$ cat src/hdl/anvm_pkg.sv
package anvm_pkg;
   // Array geometry.
   localparam int ADDR_W = 17;
   localparam int DATA_W = 16;
   localparam int WORDS = 131072;
   // Clock rate and documented times.
   localparam int CLK_PERIOD_PS = 40000;
   localparam int STARTUP_US = 2000;
   localparam int CYCLE_NS = 35;
   localparam int ACCESS_NS = 35;
   localparam int OE_ACCESS_NS = 15;
   localparam int HIZ_OE_NS = 10;
   localparam int HIZ_CS_NS = 15;
   localparam int WR_PULSE_NS = 15;
   localparam int WR_RECOVER_NS = 12;
   // Least times round up to whole cycles, never below one.
   localparam int CYC_CLKS = (CYCLE_NS * 1000 + CLK_PERIOD_PS - 1) / CLK_PERIOD_PS;
   localparam int ACC_CLKS = (ACCESS_NS * 1000 + CLK_PERIOD_PS - 1) / CLK_PERIOD_PS;
   localparam int WRP_CLKS = (WR_PULSE_NS * 1000 + CLK_PERIOD_PS - 1) / CLK_PERIOD_PS;
   localparam int HIZ_CLKS = (HIZ_CS_NS * 1000 + CLK_PERIOD_PS - 1) / CLK_PERIOD_PS;
   localparam int REC_CLKS = (WR_RECOVER_NS * 1000 + CLK_PERIOD_PS - 1) / CLK_PERIOD_PS;
   localparam int STARTUP_CLKS = (STARTUP_US * 1000000) / CLK_PERIOD_PS + 1;
   localparam int TMR_W = 16;
   localparam int STUP_W = 17;
   // Controller states.
   typedef enum logic [2:0]
   {
      ANVM_WAIT = 3'b000,
      ANVM_IDLE = 3'b001,
      ANVM_RD = 3'b010,
      ANVM_WR = 3'b011,
      ANVM_REL = 3'b100
   } anvm_state_t;
endpackage : anvm_pkg

$ cat src/hdl/anvm_host.sv
`timescale 1ns/1ps
// Summary of operation
// - No access before 2 ms startup.
// - Hold chip select and commit high meanwhile.
// - Brownout restarts the full startup wait.
// - Commit stays high through every read.
// - Reads spaced at least 35 ns apart.
// - Address valid no later than select falls.
// - Write only while select and commit low.
// - Writes spaced at least 35 ns apart.
module anvm_host #(
   parameter int STARTUP_CLKS = anvm_pkg::STARTUP_CLKS
)(
   input wire logic i_clk,
   input wire logic i_rst,
   input wire logic i_brownout,
   input wire logic i_req,
   input wire logic i_we,
   input wire logic [anvm_pkg::ADDR_W-1:0] i_addr,
   input wire logic [1:0] i_be,
   input wire logic [anvm_pkg::DATA_W-1:0] i_wdata,
   output logic o_ready,
   output logic o_done,
   output logic [anvm_pkg::DATA_W-1:0] o_rdata,
   output logic [anvm_pkg::ADDR_W-1:0] o_mem_addr,
   output logic o_cs_n,
   output logic o_commit_n,
   output logic o_out_on_n,
   output logic o_lo_lane_n,
   output logic o_hi_lane_n,
   input wire logic [7:0] i_lo_io,
   input wire logic [7:0] i_hi_io,
   output logic [7:0] o_lo_io,
   output logic [7:0] o_hi_io,
   output logic o_lo_io_oe,
   output logic o_hi_io_oe
);
   typedef struct packed
   {
      anvm_pkg::anvm_state_t state;
      logic [anvm_pkg::TMR_W-1:0] tmr;
      logic ready;
      logic done;
      logic [anvm_pkg::DATA_W-1:0] rdata;
      logic [anvm_pkg::ADDR_W-1:0] addr;
      logic cs_n;
      logic commit_n;
      logic out_on_n;
      logic lo_n;
      logic hi_n;
      logic [anvm_pkg::DATA_W-1:0] wdata;
      logic oe;
      logic brn_s1;
      logic brn_s2;
      logic [7:0] lo_s1;
      logic [7:0] lo_s2;
      logic [7:0] hi_s1;
      logic [7:0] hi_s2;
   } anvm_host_t;
   anvm_host_t st_r;
   anvm_host_t st_nxt;
   logic stup_ready;

   // The brownout flag is a pin, so it reaches the counter only after two flops.
   anvm_startup #(
      .STARTUP_CLKS(STARTUP_CLKS)
   ) u_startup (
      .i_clk(i_clk),
      .i_rst(i_rst),
      .i_restart(st_r.brn_s2),
      .o_ready(stup_ready)
   );

   // Sequencer: every phase lasts a whole number of cycles rounded in the safe direction.
   always_comb
   begin
      st_nxt = st_r;
      st_nxt.brn_s1 = i_brownout;
      st_nxt.brn_s2 = st_r.brn_s1;
      st_nxt.lo_s1 = i_lo_io;
      st_nxt.lo_s2 = st_r.lo_s1;
      st_nxt.hi_s1 = i_hi_io;
      st_nxt.hi_s2 = st_r.hi_s1;
      st_nxt.done = 1'b0;
      if (st_r.tmr != '0)
         st_nxt.tmr = st_r.tmr - 16'h0001;
      case (st_r.state)
         anvm_pkg::ANVM_WAIT:
         begin
            // Select and commit stay high until the wait ends; brownout sends us back here.
            st_nxt.cs_n = 1'b1;
            st_nxt.commit_n = 1'b1;
            st_nxt.oe = 1'b0;
            st_nxt.ready = 1'b0;
            if (stup_ready && !st_r.brn_s2)
            begin
               st_nxt.state = anvm_pkg::ANVM_IDLE;
               st_nxt.ready = 1'b1;
            end
         end
         anvm_pkg::ANVM_IDLE:
         begin
            if (st_r.brn_s2)
            begin
               st_nxt.state = anvm_pkg::ANVM_WAIT;
               st_nxt.ready = 1'b0;
            end
            else if (i_req && st_r.tmr == '0)
            begin
               // Address, lanes and select change together so the address is valid at select fall.
               st_nxt.addr = i_addr;
               st_nxt.cs_n = 1'b0;
               st_nxt.lo_n = ~i_be[0];
               st_nxt.hi_n = ~i_be[1];
               st_nxt.wdata = i_wdata;
               st_nxt.ready = 1'b0;
               if (i_we)
               begin
                  st_nxt.state = anvm_pkg::ANVM_WR;
                  st_nxt.commit_n = 1'b0;
                  st_nxt.out_on_n = 1'b1;
                  st_nxt.oe = 1'b1;
                  st_nxt.tmr = 16'(anvm_pkg::WRP_CLKS);
               end
               else
               begin
                  st_nxt.state = anvm_pkg::ANVM_RD;
                  st_nxt.commit_n = 1'b1;
                  st_nxt.out_on_n = 1'b0;
                  // Two extra cycles cover the input synchroniser.
                  st_nxt.tmr = 16'(anvm_pkg::ACC_CLKS + 2);
               end
            end
         end
         anvm_pkg::ANVM_RD:
         begin
            if (st_r.tmr == '0)
            begin
               st_nxt.rdata = {st_r.hi_s2, st_r.lo_s2};
               st_nxt.cs_n = 1'b1;
               st_nxt.out_on_n = 1'b1;
               st_nxt.done = 1'b1;
               st_nxt.state = anvm_pkg::ANVM_REL;
               // Bus float time also covers the next cycle-time spacing.
               st_nxt.tmr = 16'(anvm_pkg::HIZ_CLKS + anvm_pkg::CYC_CLKS);
            end
         end
         anvm_pkg::ANVM_WR:
         begin
            if (st_r.tmr == '0)
            begin
               // Commit and select rise together ending the write; data is held one more cycle.
               st_nxt.commit_n = 1'b1;
               st_nxt.cs_n = 1'b1;
               st_nxt.done = 1'b1;
               st_nxt.state = anvm_pkg::ANVM_REL;
               st_nxt.tmr = 16'(anvm_pkg::REC_CLKS + anvm_pkg::CYC_CLKS);
            end
         end
         anvm_pkg::ANVM_REL:
         begin
            st_nxt.oe = 1'b0;
            if (st_r.tmr == '0)
            begin
               // A brownout that came and went during the access has restarted the wait, so go back to it.
               if (stup_ready && !st_r.brn_s2)
               begin
                  st_nxt.state = anvm_pkg::ANVM_IDLE;
                  st_nxt.ready = 1'b1;
               end
               else
                  st_nxt.state = anvm_pkg::ANVM_WAIT;
            end
         end
         default:
            st_nxt.state = anvm_pkg::ANVM_WAIT;
      endcase
   end

   // State register; strobes reset high so the memory sees no access.
   always_ff @(posedge i_clk or posedge i_rst)
   begin
      if (i_rst)
      begin
         st_r <= '0;
         st_r.cs_n <= 1'b1;
         st_r.commit_n <= 1'b1;
         st_r.out_on_n <= 1'b1;
         st_r.lo_n <= 1'b1;
         st_r.hi_n <= 1'b1;
      end
      else
         st_r <= st_nxt;
   end

   // All outputs come straight from the state register.
   assign o_ready = st_r.ready;
   assign o_done = st_r.done;
   assign o_rdata = st_r.rdata;
   assign o_mem_addr = st_r.addr;
   assign o_cs_n = st_r.cs_n;
   assign o_commit_n = st_r.commit_n;
   assign o_out_on_n = st_r.out_on_n;
   assign o_lo_lane_n = st_r.lo_n;
   assign o_hi_lane_n = st_r.hi_n;
   assign o_lo_io = st_r.wdata[7:0];
   assign o_hi_io = st_r.wdata[15:8];
   assign o_lo_io_oe = st_r.oe;
   assign o_hi_io_oe = st_r.oe;
endmodule : anvm_host

$ cat src/hdl/anvm_startup.sv
`timescale 1ns/1ps
// Power-up hold-off: counts from reset or from a brownout report and raises ready once the wait is over.
module anvm_startup #(
   parameter int STARTUP_CLKS = anvm_pkg::STARTUP_CLKS
)(
   input wire logic i_clk,
   input wire logic i_rst,
   input wire logic i_restart,
   output logic o_ready
);
   typedef struct packed
   {
      logic [anvm_pkg::STUP_W-1:0] cnt;
      logic ready;
   } anvm_stup_t;
   anvm_stup_t st_r;
   anvm_stup_t st_nxt;

   // Count up to the wait; a brownout starts the whole wait over.
   always_comb
   begin
      st_nxt = st_r;
      if (i_restart)
      begin
         st_nxt.cnt = '0;
         st_nxt.ready = 1'b0;
      end
      else if (st_r.cnt >= anvm_pkg::STUP_W'(STARTUP_CLKS - 1))
         st_nxt.ready = 1'b1;
      else
         st_nxt.cnt = st_r.cnt + 17'h00001;
   end

   // State register.
   always_ff @(posedge i_clk or posedge i_rst)
   begin
      if (i_rst)
         st_r <= '0;
      else
         st_r <= st_nxt;
   end

   assign o_ready = st_r.ready;
endmodule : anvm_startup

$ cat config.mk
export PLATFORM = sky130hd
export DESIGN_NAME = anvm_host
export DESIGN_NICKNAME = d
export VERILOG_FILES = /design/src/hdl/anvm_pkg.sv /design/src/hdl/anvm_host.sv /design/src/hdl/anvm_startup.sv
export SDC_FILE = /design/constraint.sdc
export NUM_CORES = 1
export LEC_CHECK = 0
export BUFFER_PORTS_ARGS = -buffer_cell sky130_fd_sc_hd__buf_2
export CAP_MARGIN = 20
export CORE_ASPECT_RATIO = 0.9
export CORE_MARGIN = 3
export CORE_UTILIZATION = 30
export DETAILED_ROUTE_END_ITERATION = 12
export PLACE_DENSITY_LB_ADDON = 0.3
export SETUP_SLACK_MARGIN = 0.15
export SLEW_MARGIN = 10
export SYNTH_ARGS = -nofsm -noshare
export SYNTH_HDL_FRONTEND = slang
export SYNTH_SLANG_ARGS = --single-unit
$ cat constraint.sdc
create_clock -name i_clk -period 5.9 [get_ports i_clk]
set_input_delay 0.59 -clock i_clk [delete_from_list [all_inputs] [get_ports i_clk]]
set_output_delay 0.59 -clock i_clk [all_outputs]
set_load 0.1 [all_outputs]
==> results of run 1 <==
cells in the final DEF (no fill, tap or decap), types with 5 or more instances in the layout:
master,instances
buf_2,113
nand3_1,11
nand4_1,8
clkbuf_16,17
nand2_1,17
or3_1,17
nor3_1,8
o21ai_0,15
a21oi_1,21
nand2b_1,5
xnor2_1,10
dfstp_2,5
mux2_2,26
mux2_1,24
inv_1,9
dfrtp_1,123
nor2_1,24
worst register-to-register path: cells and delay by family (launching register included):
| family | cells | cell delay, ps |
|---|---|---|
| fa+ha+maj | 1 | 200 |
| mux | 1 | 370 |
| simple gates | 3 | 1250 |
| flops | 1 | 370 |
| buf+inv | 2 | 610 |
worst paths after layout:
check	slack [ps]	depth (start not counted)	endpoint
worst max-delay path	2970	7	o_mem_addr[16]
worst min-delay path	280	1	st_nxt[0]
worst max register to register	2970	7	o_mem_addr[16]
worst min register to register	350	0	st_r[19]
max in group asynchronous	4270	3	o_mem_addr[4]
min in group asynchronous	310	2	st_r[16]
power breakdown:
part           switching, mW  internal, mW  leakage [nW]  total (mW)
Combinational         0.0301        0.0167          1.21      0.0469
Sequential           0.00658         0.892          1.64       0.899
Clock                  0.399         0.671         0.298        1.07
cell type report:
type / instances / area, um2 / share of cell area, %
clock buffers: 17 / 425 / 6.59
clock inverters: 14 / 183 / 2.83
inverters: 11 / 43.8 / 0.679
multi-input cells: 237 / 1710 / 26.5
flip-flops and latches: 128 / 3210 / 49.7
well taps: 235 / 294 / 4.56
repair buffers: 116 / 588 / 9.12
state kept, by name (all words and copies together), names as in the netlist:
register	cells
o_hi_io_oe	1
o_commit_n	1
o_hi_lane_n	1
u_startup.st_r	17
o_ready	1
o_lo_lane_n	1
o_out_on_n	1
o_mem_addr	17
o_done	1
u_startup.o_ready	1
st_r	36
o_cs_n	1
o_lo_io	8
st_nxt	17
o_hi_io	8
o_rdata	16
layer usage:
| metal | vias up | share of wire (%) | global-route usage, % |
|---|---|---|---|
| li1 | 1634 | - | - |
| met1 | 1697 | 44 | 13.0 |
| met2 | 82 | 49 | 18.1 |
| met3 | 12 | 6.0 | 4.80 |
| met4 | 2 | 0.92 | 2.95 |
| met5 | - | 0.087 | 0 |
cells by family (layout without fill, tap and decap cells):
| kind of cell | Yosys count | after routing |
|---|---|---|
| compound gates | 56 | 56 |
| xor+xnor | 13 | 13 |
| fa+ha+maj | 4 | 4 |
| buf+inv | 74 | 158 |
| flops | 128 | 128 |
| mux | 52 | 52 |
| simple gates | 112 | 112 |
==> flow_summary.yaml, run 1 <==
status:
  outcome: "finished, final reports clean"
power:
  power_density_nw_per_um2: 313
  vdd_ir_drop_max_uv: 151
  power.leakage_nw: 3.16
  power_mw: 2.02
logic_synthesis:
  synth_fp_nets: 499
  async_reset_ff_share_pct: 100
  ys.flop_type: "dfrtp_1"
  avgSynthCellArea_um2: 12.3
  ys_seq_area_share_pct: 59.4
  synth_edf_count: 0
  mappedNetlistArea_um2: 5410
  synth_top_area_cell: "dfrtp_1"
  yosysMostFrequentCell: "dfrtp_1"
  synthDistinctLibCells: 47
  synth_cells: 439
  ys_seq_elements: 128
  synth_mux_area_share_pct: 10.8
  synth.cells.most_frequent: "123 x dfrtp_1, 50 x buf_4, 26 x mux2_2, 24 x mux2_1, 24 x nor2_1"
  synth_fa_ha_area_share_pct: 0.926
  ys_warn_count: 0
  synth_compound_area_share_pct: 6.11
  synthSimpleGateAreaFrac_pct: 11.7
  synth_xor_area_share_pct: 2.11
  synth_top_family_by_area: "simple AND/OR/NAND/NOR gates"
  synth_top_area_share_pct: 56.9
  synthTopCellsByArea: "dfrtp_1 57%, buf_4 6.9%, mux2_2 5.4%, mux2_1 5.0%, dfstp_2 2.4%"
drt:
  routed_via_density: 4.52
  wl_per_cell_um: 13.7
  dr.pass1.iters: 4
  via_count: 3427
  drt_iter0_drc: 208
  wl_mm: 10.4
  antenna_left: 0
  remaining_drc_errors: 0
setup_path:
  worstPathArrival_ps: 3220
  cp_slowest_stage_delay_ps: 680
  startpoint: "st_r[91]"
  crit_type: "reg2reg"
  critical_path.top_delay_family: "simple AND/OR/NAND/NOR gates"
  cp.required_ps: 6180
  cp-start-kind: "flop"
  crit_slowest_cell: "nand4_1"
  crit_fanout: 25
  worstSetupEndpointType: "flop"
  crit_chain: "inv_1 > ha_1 > nor3b_1 > and4_1 > nand4_1 > buf_4 > mux2_1"
  r2r_start: "st_r[91]"
  crit_buf_inv: 2
placed_design:
  gp_congestion: 0.782
  placed_area_um2: 5840
  port_buffers: 113
  post-place-ws_ps: 2950
  dp.cells: 727
  dp.final_hpwl_mm: 7.28
floorplan:
  die-area_um2: 19700
  die_h_um: 133
  dieWidth_um: 147
  ios: 114
  row_count: 45
  initial_core_util_pct: 31.3
  fp.coreArea_um2: 17300
flow_run:
  max-cap-violations: 0
global_routing:
  grt_max_degree: 66
  antenna_found_initial: 1
  grt_overflow: 0
  grt_pass1_vias: 3526
  grt_pass1_wl_mm: 17.3
  grt_use_total_pct: 10.9
cts:
  postCtsHoldBufs: 0
  root_buffer: "clkbuf_16"
  numClockSinks: 128
  ctsResizeCount: 0
  path_clk_slew_ps: 60
  clockBufferDepth: 2
  postCtsSetupBuffers: 0
  cts-buffers-inserted: 17
  cts_tree: "done"
  h-tree-depth: 4
  clk_latency_ps: 410
timing:
  setup_slack_ps: 2970
  fmax_mhz: 341
  worst_clock_skew_ps: 10.8
  setup_viol: 0
  finalSetupTns_ps: 0
  slew_headroom_pct: 44.6
  post-route-period-util_pct: 49.7
  drv_slew: 0
  rsz0062_at_grt: "no"
  hold_ws_ps: 277
  tightest_slew_ps: 829
  final_hold_viol_count: 0
  post-route-min-period_ps: 2930
finish:
  insertedDiodeCount: 0
  fill_cells: 1667
  final_core_util_pct: 37.3
  syn_to_final_growth_pct: 19.4
  drive_above_1_share_pct: 35.8
  stdcell_area_um2: 6450
  final_cell_count_no_fill: 758
  final_nets: 571
min_path:
  holdCritStartpoint: "i_hi_io[0]"
  hp-class: "in2reg"
No activity file was read; power rests on OpenSTA's default activity.
==> run 2: changes to the inputs <==
- ABC_AREA: default -> 1
- clock period: 5.9 -> 2.8 ns (I/O delays scaled with it)
==> flow_summary.yaml, run 2 <==
status:
  outcome: "finished, final reports clean"
logic_synthesis:
  synth_top_area_share_pct: 52.8
  ys_warn_count: 0
  synth_cells: 652
  synthDistinctLibCells: 33
  mappedNetlistArea_um2: 5830
  async_reset_ff_share_pct: 100
  ys_seq_area_share_pct: 55.1
  avgSynthCellArea_um2: 8.94
  synth_edf_count: 0
  ys.flop_type: "dfrtp_1"
  synth_top_area_cell: "dfrtp_1"
  ys_seq_elements: 128
  synth_fp_nets: 712
  synth.cells.most_frequent: "196 x nand2_1, 123 x dfrtp_1, 55 x nor2_1, 54 x inv_1, 50 x buf_4"
  synthTopCellsByArea: "dfrtp_1 53%, nand2_1 13%, buf_4 6.4%, nor2_1 3.5%, inv_1 3.5%"
  yosysMostFrequentCell: "nand2_1"
global_routing:
  grt_util_met1_pct: 16.5
  grt_overflow: 0
  met3_usage_pct: 4.31
  grt_pass1_wl_mm: 20.6
  grt_pass1_vias: 4121
  grt_busiest_layer: "met2"
  antenna_found_initial: 0
  grt_use_total_pct: 11.8
  grt_max_degree: 129
  met2_usage_pct: 17.7
finish:
  layout_common_cells: "196 x nand2_1, 123 x dfrtp_1, 113 x buf_2"
  drive_above_1_share_pct: 25.1
  syn_to_final_growth_pct: 21.4
  insertedDiodeCount: 0
  final_nets: 800
  final_common_cell: "nand2_1"
  largest_reg_flops: 36
  final_core_util_pct: 37.8
  top_register: "st_r"
drt:
  wl_per_cell_um: 12.1
  drt_iter0_drc: 258
  routed_via_density: 4.23
  remaining_drc_errors: 0
  dr.pass1.iters: 5
  antenna_left: 0
  wl_mm: 12.1
  via_count: 4222
setup_path:
  worstSetupEndpointType: "flop"
  worstPathArrival_ps: 2370
  cp.required_ps: 3150
  cp-start-kind: "flop"
  crit_fanout: 35
  crit_type: "reg2reg"
timing:
  fmax_mhz: 495
  setup_viol: 0
  final_hold_viol_count: 0
  post-route-period-util_pct: 72.1
  rsz0062_at_grt: "no"
  post-route-min-period_ps: 2020
  tightest_slew_ps: 684
  worst_clock_skew_ps: 7.13
  drv_slew: 0
  finalSetupTns_ps: 0
  setup_slack_ps: 780
  slew_headroom_pct: 54.4
placed_design:
  dp.final_hpwl_mm: 8.30
  port_buffers: 113
  gp_congestion: 0.811
  post-place-ws_ps: 762
flow_run:
  max-cap-violations: 0
floorplan:
  dieWidth_um: 153
  initial_core_util_pct: 31.2
  die_h_um: 138
  ios: 114
  row_count: 47
  fp.coreArea_um2: 18700
  die-area_um2: 21100
cts:
  root_buffer: "clkbuf_16"
  cts_tree: "done"
  clockBufferDepth: 2
  ctsResizeCount: 0
  numClockSinks: 128
  cts-buffers-inserted: 17
  h-tree-depth: 4
  clk_latency_ps: 410
  path_clk_slew_ps: 60
min_path:
  hp-class: "in2reg"
power:
  power_density_nw_per_um2: 641
  vdd_ir_drop_max_uv: 386
  power.leakage_nw: 3.85
## run 2: cell count changes after synthesis, moves of 11 or more
cell / before / now
nand2_1: 17 / 196
inv_1: 10 / 54
nor2_1: 24 / 55
mux2_2: 26 / 0
mux2_1: 24 / 0
nand3_1: 11 / 31
or3_1: 17 / 0
nand2_2: 0 / 12
a21oi_1: 21 / 10
## run 2: cells by family (layout without fill, tap and decap cells)
group	Yosys count	count (layout)	synth area share, %
compound gates	52	52	5.07
xor+xnor	18	18	2.70
fa+ha+maj	4	4	0.859
buf+inv	124	225	12.3
flops	128	128	55.1
simple gates	326	326	24.0
## run 2: area by class of cell
class | count | area, um2
Multi-Input combinational cell | 400 | 1900
Clock inverter | 12 | 180
Clock buffer | 20 | 467
Inverter | 58 | 223
Sequential cell | 128 | 3210
Timing Repair Buffer | 135 | 786
Tap cell | 245 | 307
Fill cell | 1920 | 11600
## run 2: through the flow
| step | total power, mW | hold WS, ps | instance area (um2) | std cells |
|---|---|---|---|---|
| finish | 4.53 | 41.2 | 7070 | 998 |
| global route | 4.70 | 25.3 | 7070 | 998 |
| CTS | 4.60 | 20.0 | 7070 | 998 |
| detailed placement | 2.17 | 335 | 6260 | 949 |
| global placement | 2.17 | 333 | 6260 | 949 |
| floorplan | 2.11 | 311 | 5830 | 652 |
## run 2: metal layers
layer	up-vias	wire (um)
met5	-	0
met4	0	75
met3	7	638
met2	91	5330
met1	1951	6030
li1	2173	-
## run 2: where the power goes
part / total [mW] / switching (mW) / internal [mW]
Clock: 2.38 / 0.818 / 1.57
Sequential: 1.91 / 0.0161 / 1.89
Combinational: 0.242 / 0.173 / 0.0694
## run 2: worst paths after layout
path,depth (start not counted),to,slack [ps],from
min,2,o_hi_lane_n,40,i_be[1]
max reg2reg,11,o_out_on_n,780,st_r[91]
min reg2reg,0,st_r[0],340,st_nxt[0]
max,11,o_out_on_n,780,st_r[91]
min in group asynchronous,3,st_r[23],60,i_rst
max in group asynchronous,3,u_startup.st_r[14],2210,i_rst
## run 2: what timing repair did
action	CTS	global route
setup buffers	0	0
hold buffers	17	0
endpoints found under the hold margin	17	0
## run 2: critical path: stages, from the launching register on
cell and delay [ps]:
dfrtp_1 350, inv_1 100, ha_1 200, nand2_1 140, nor2_2 140, nand3_2 90
nor2_4 140, nand3_2 120, clkinv_2 410, nand2_1 130, nand2_1 100, inv_1 40
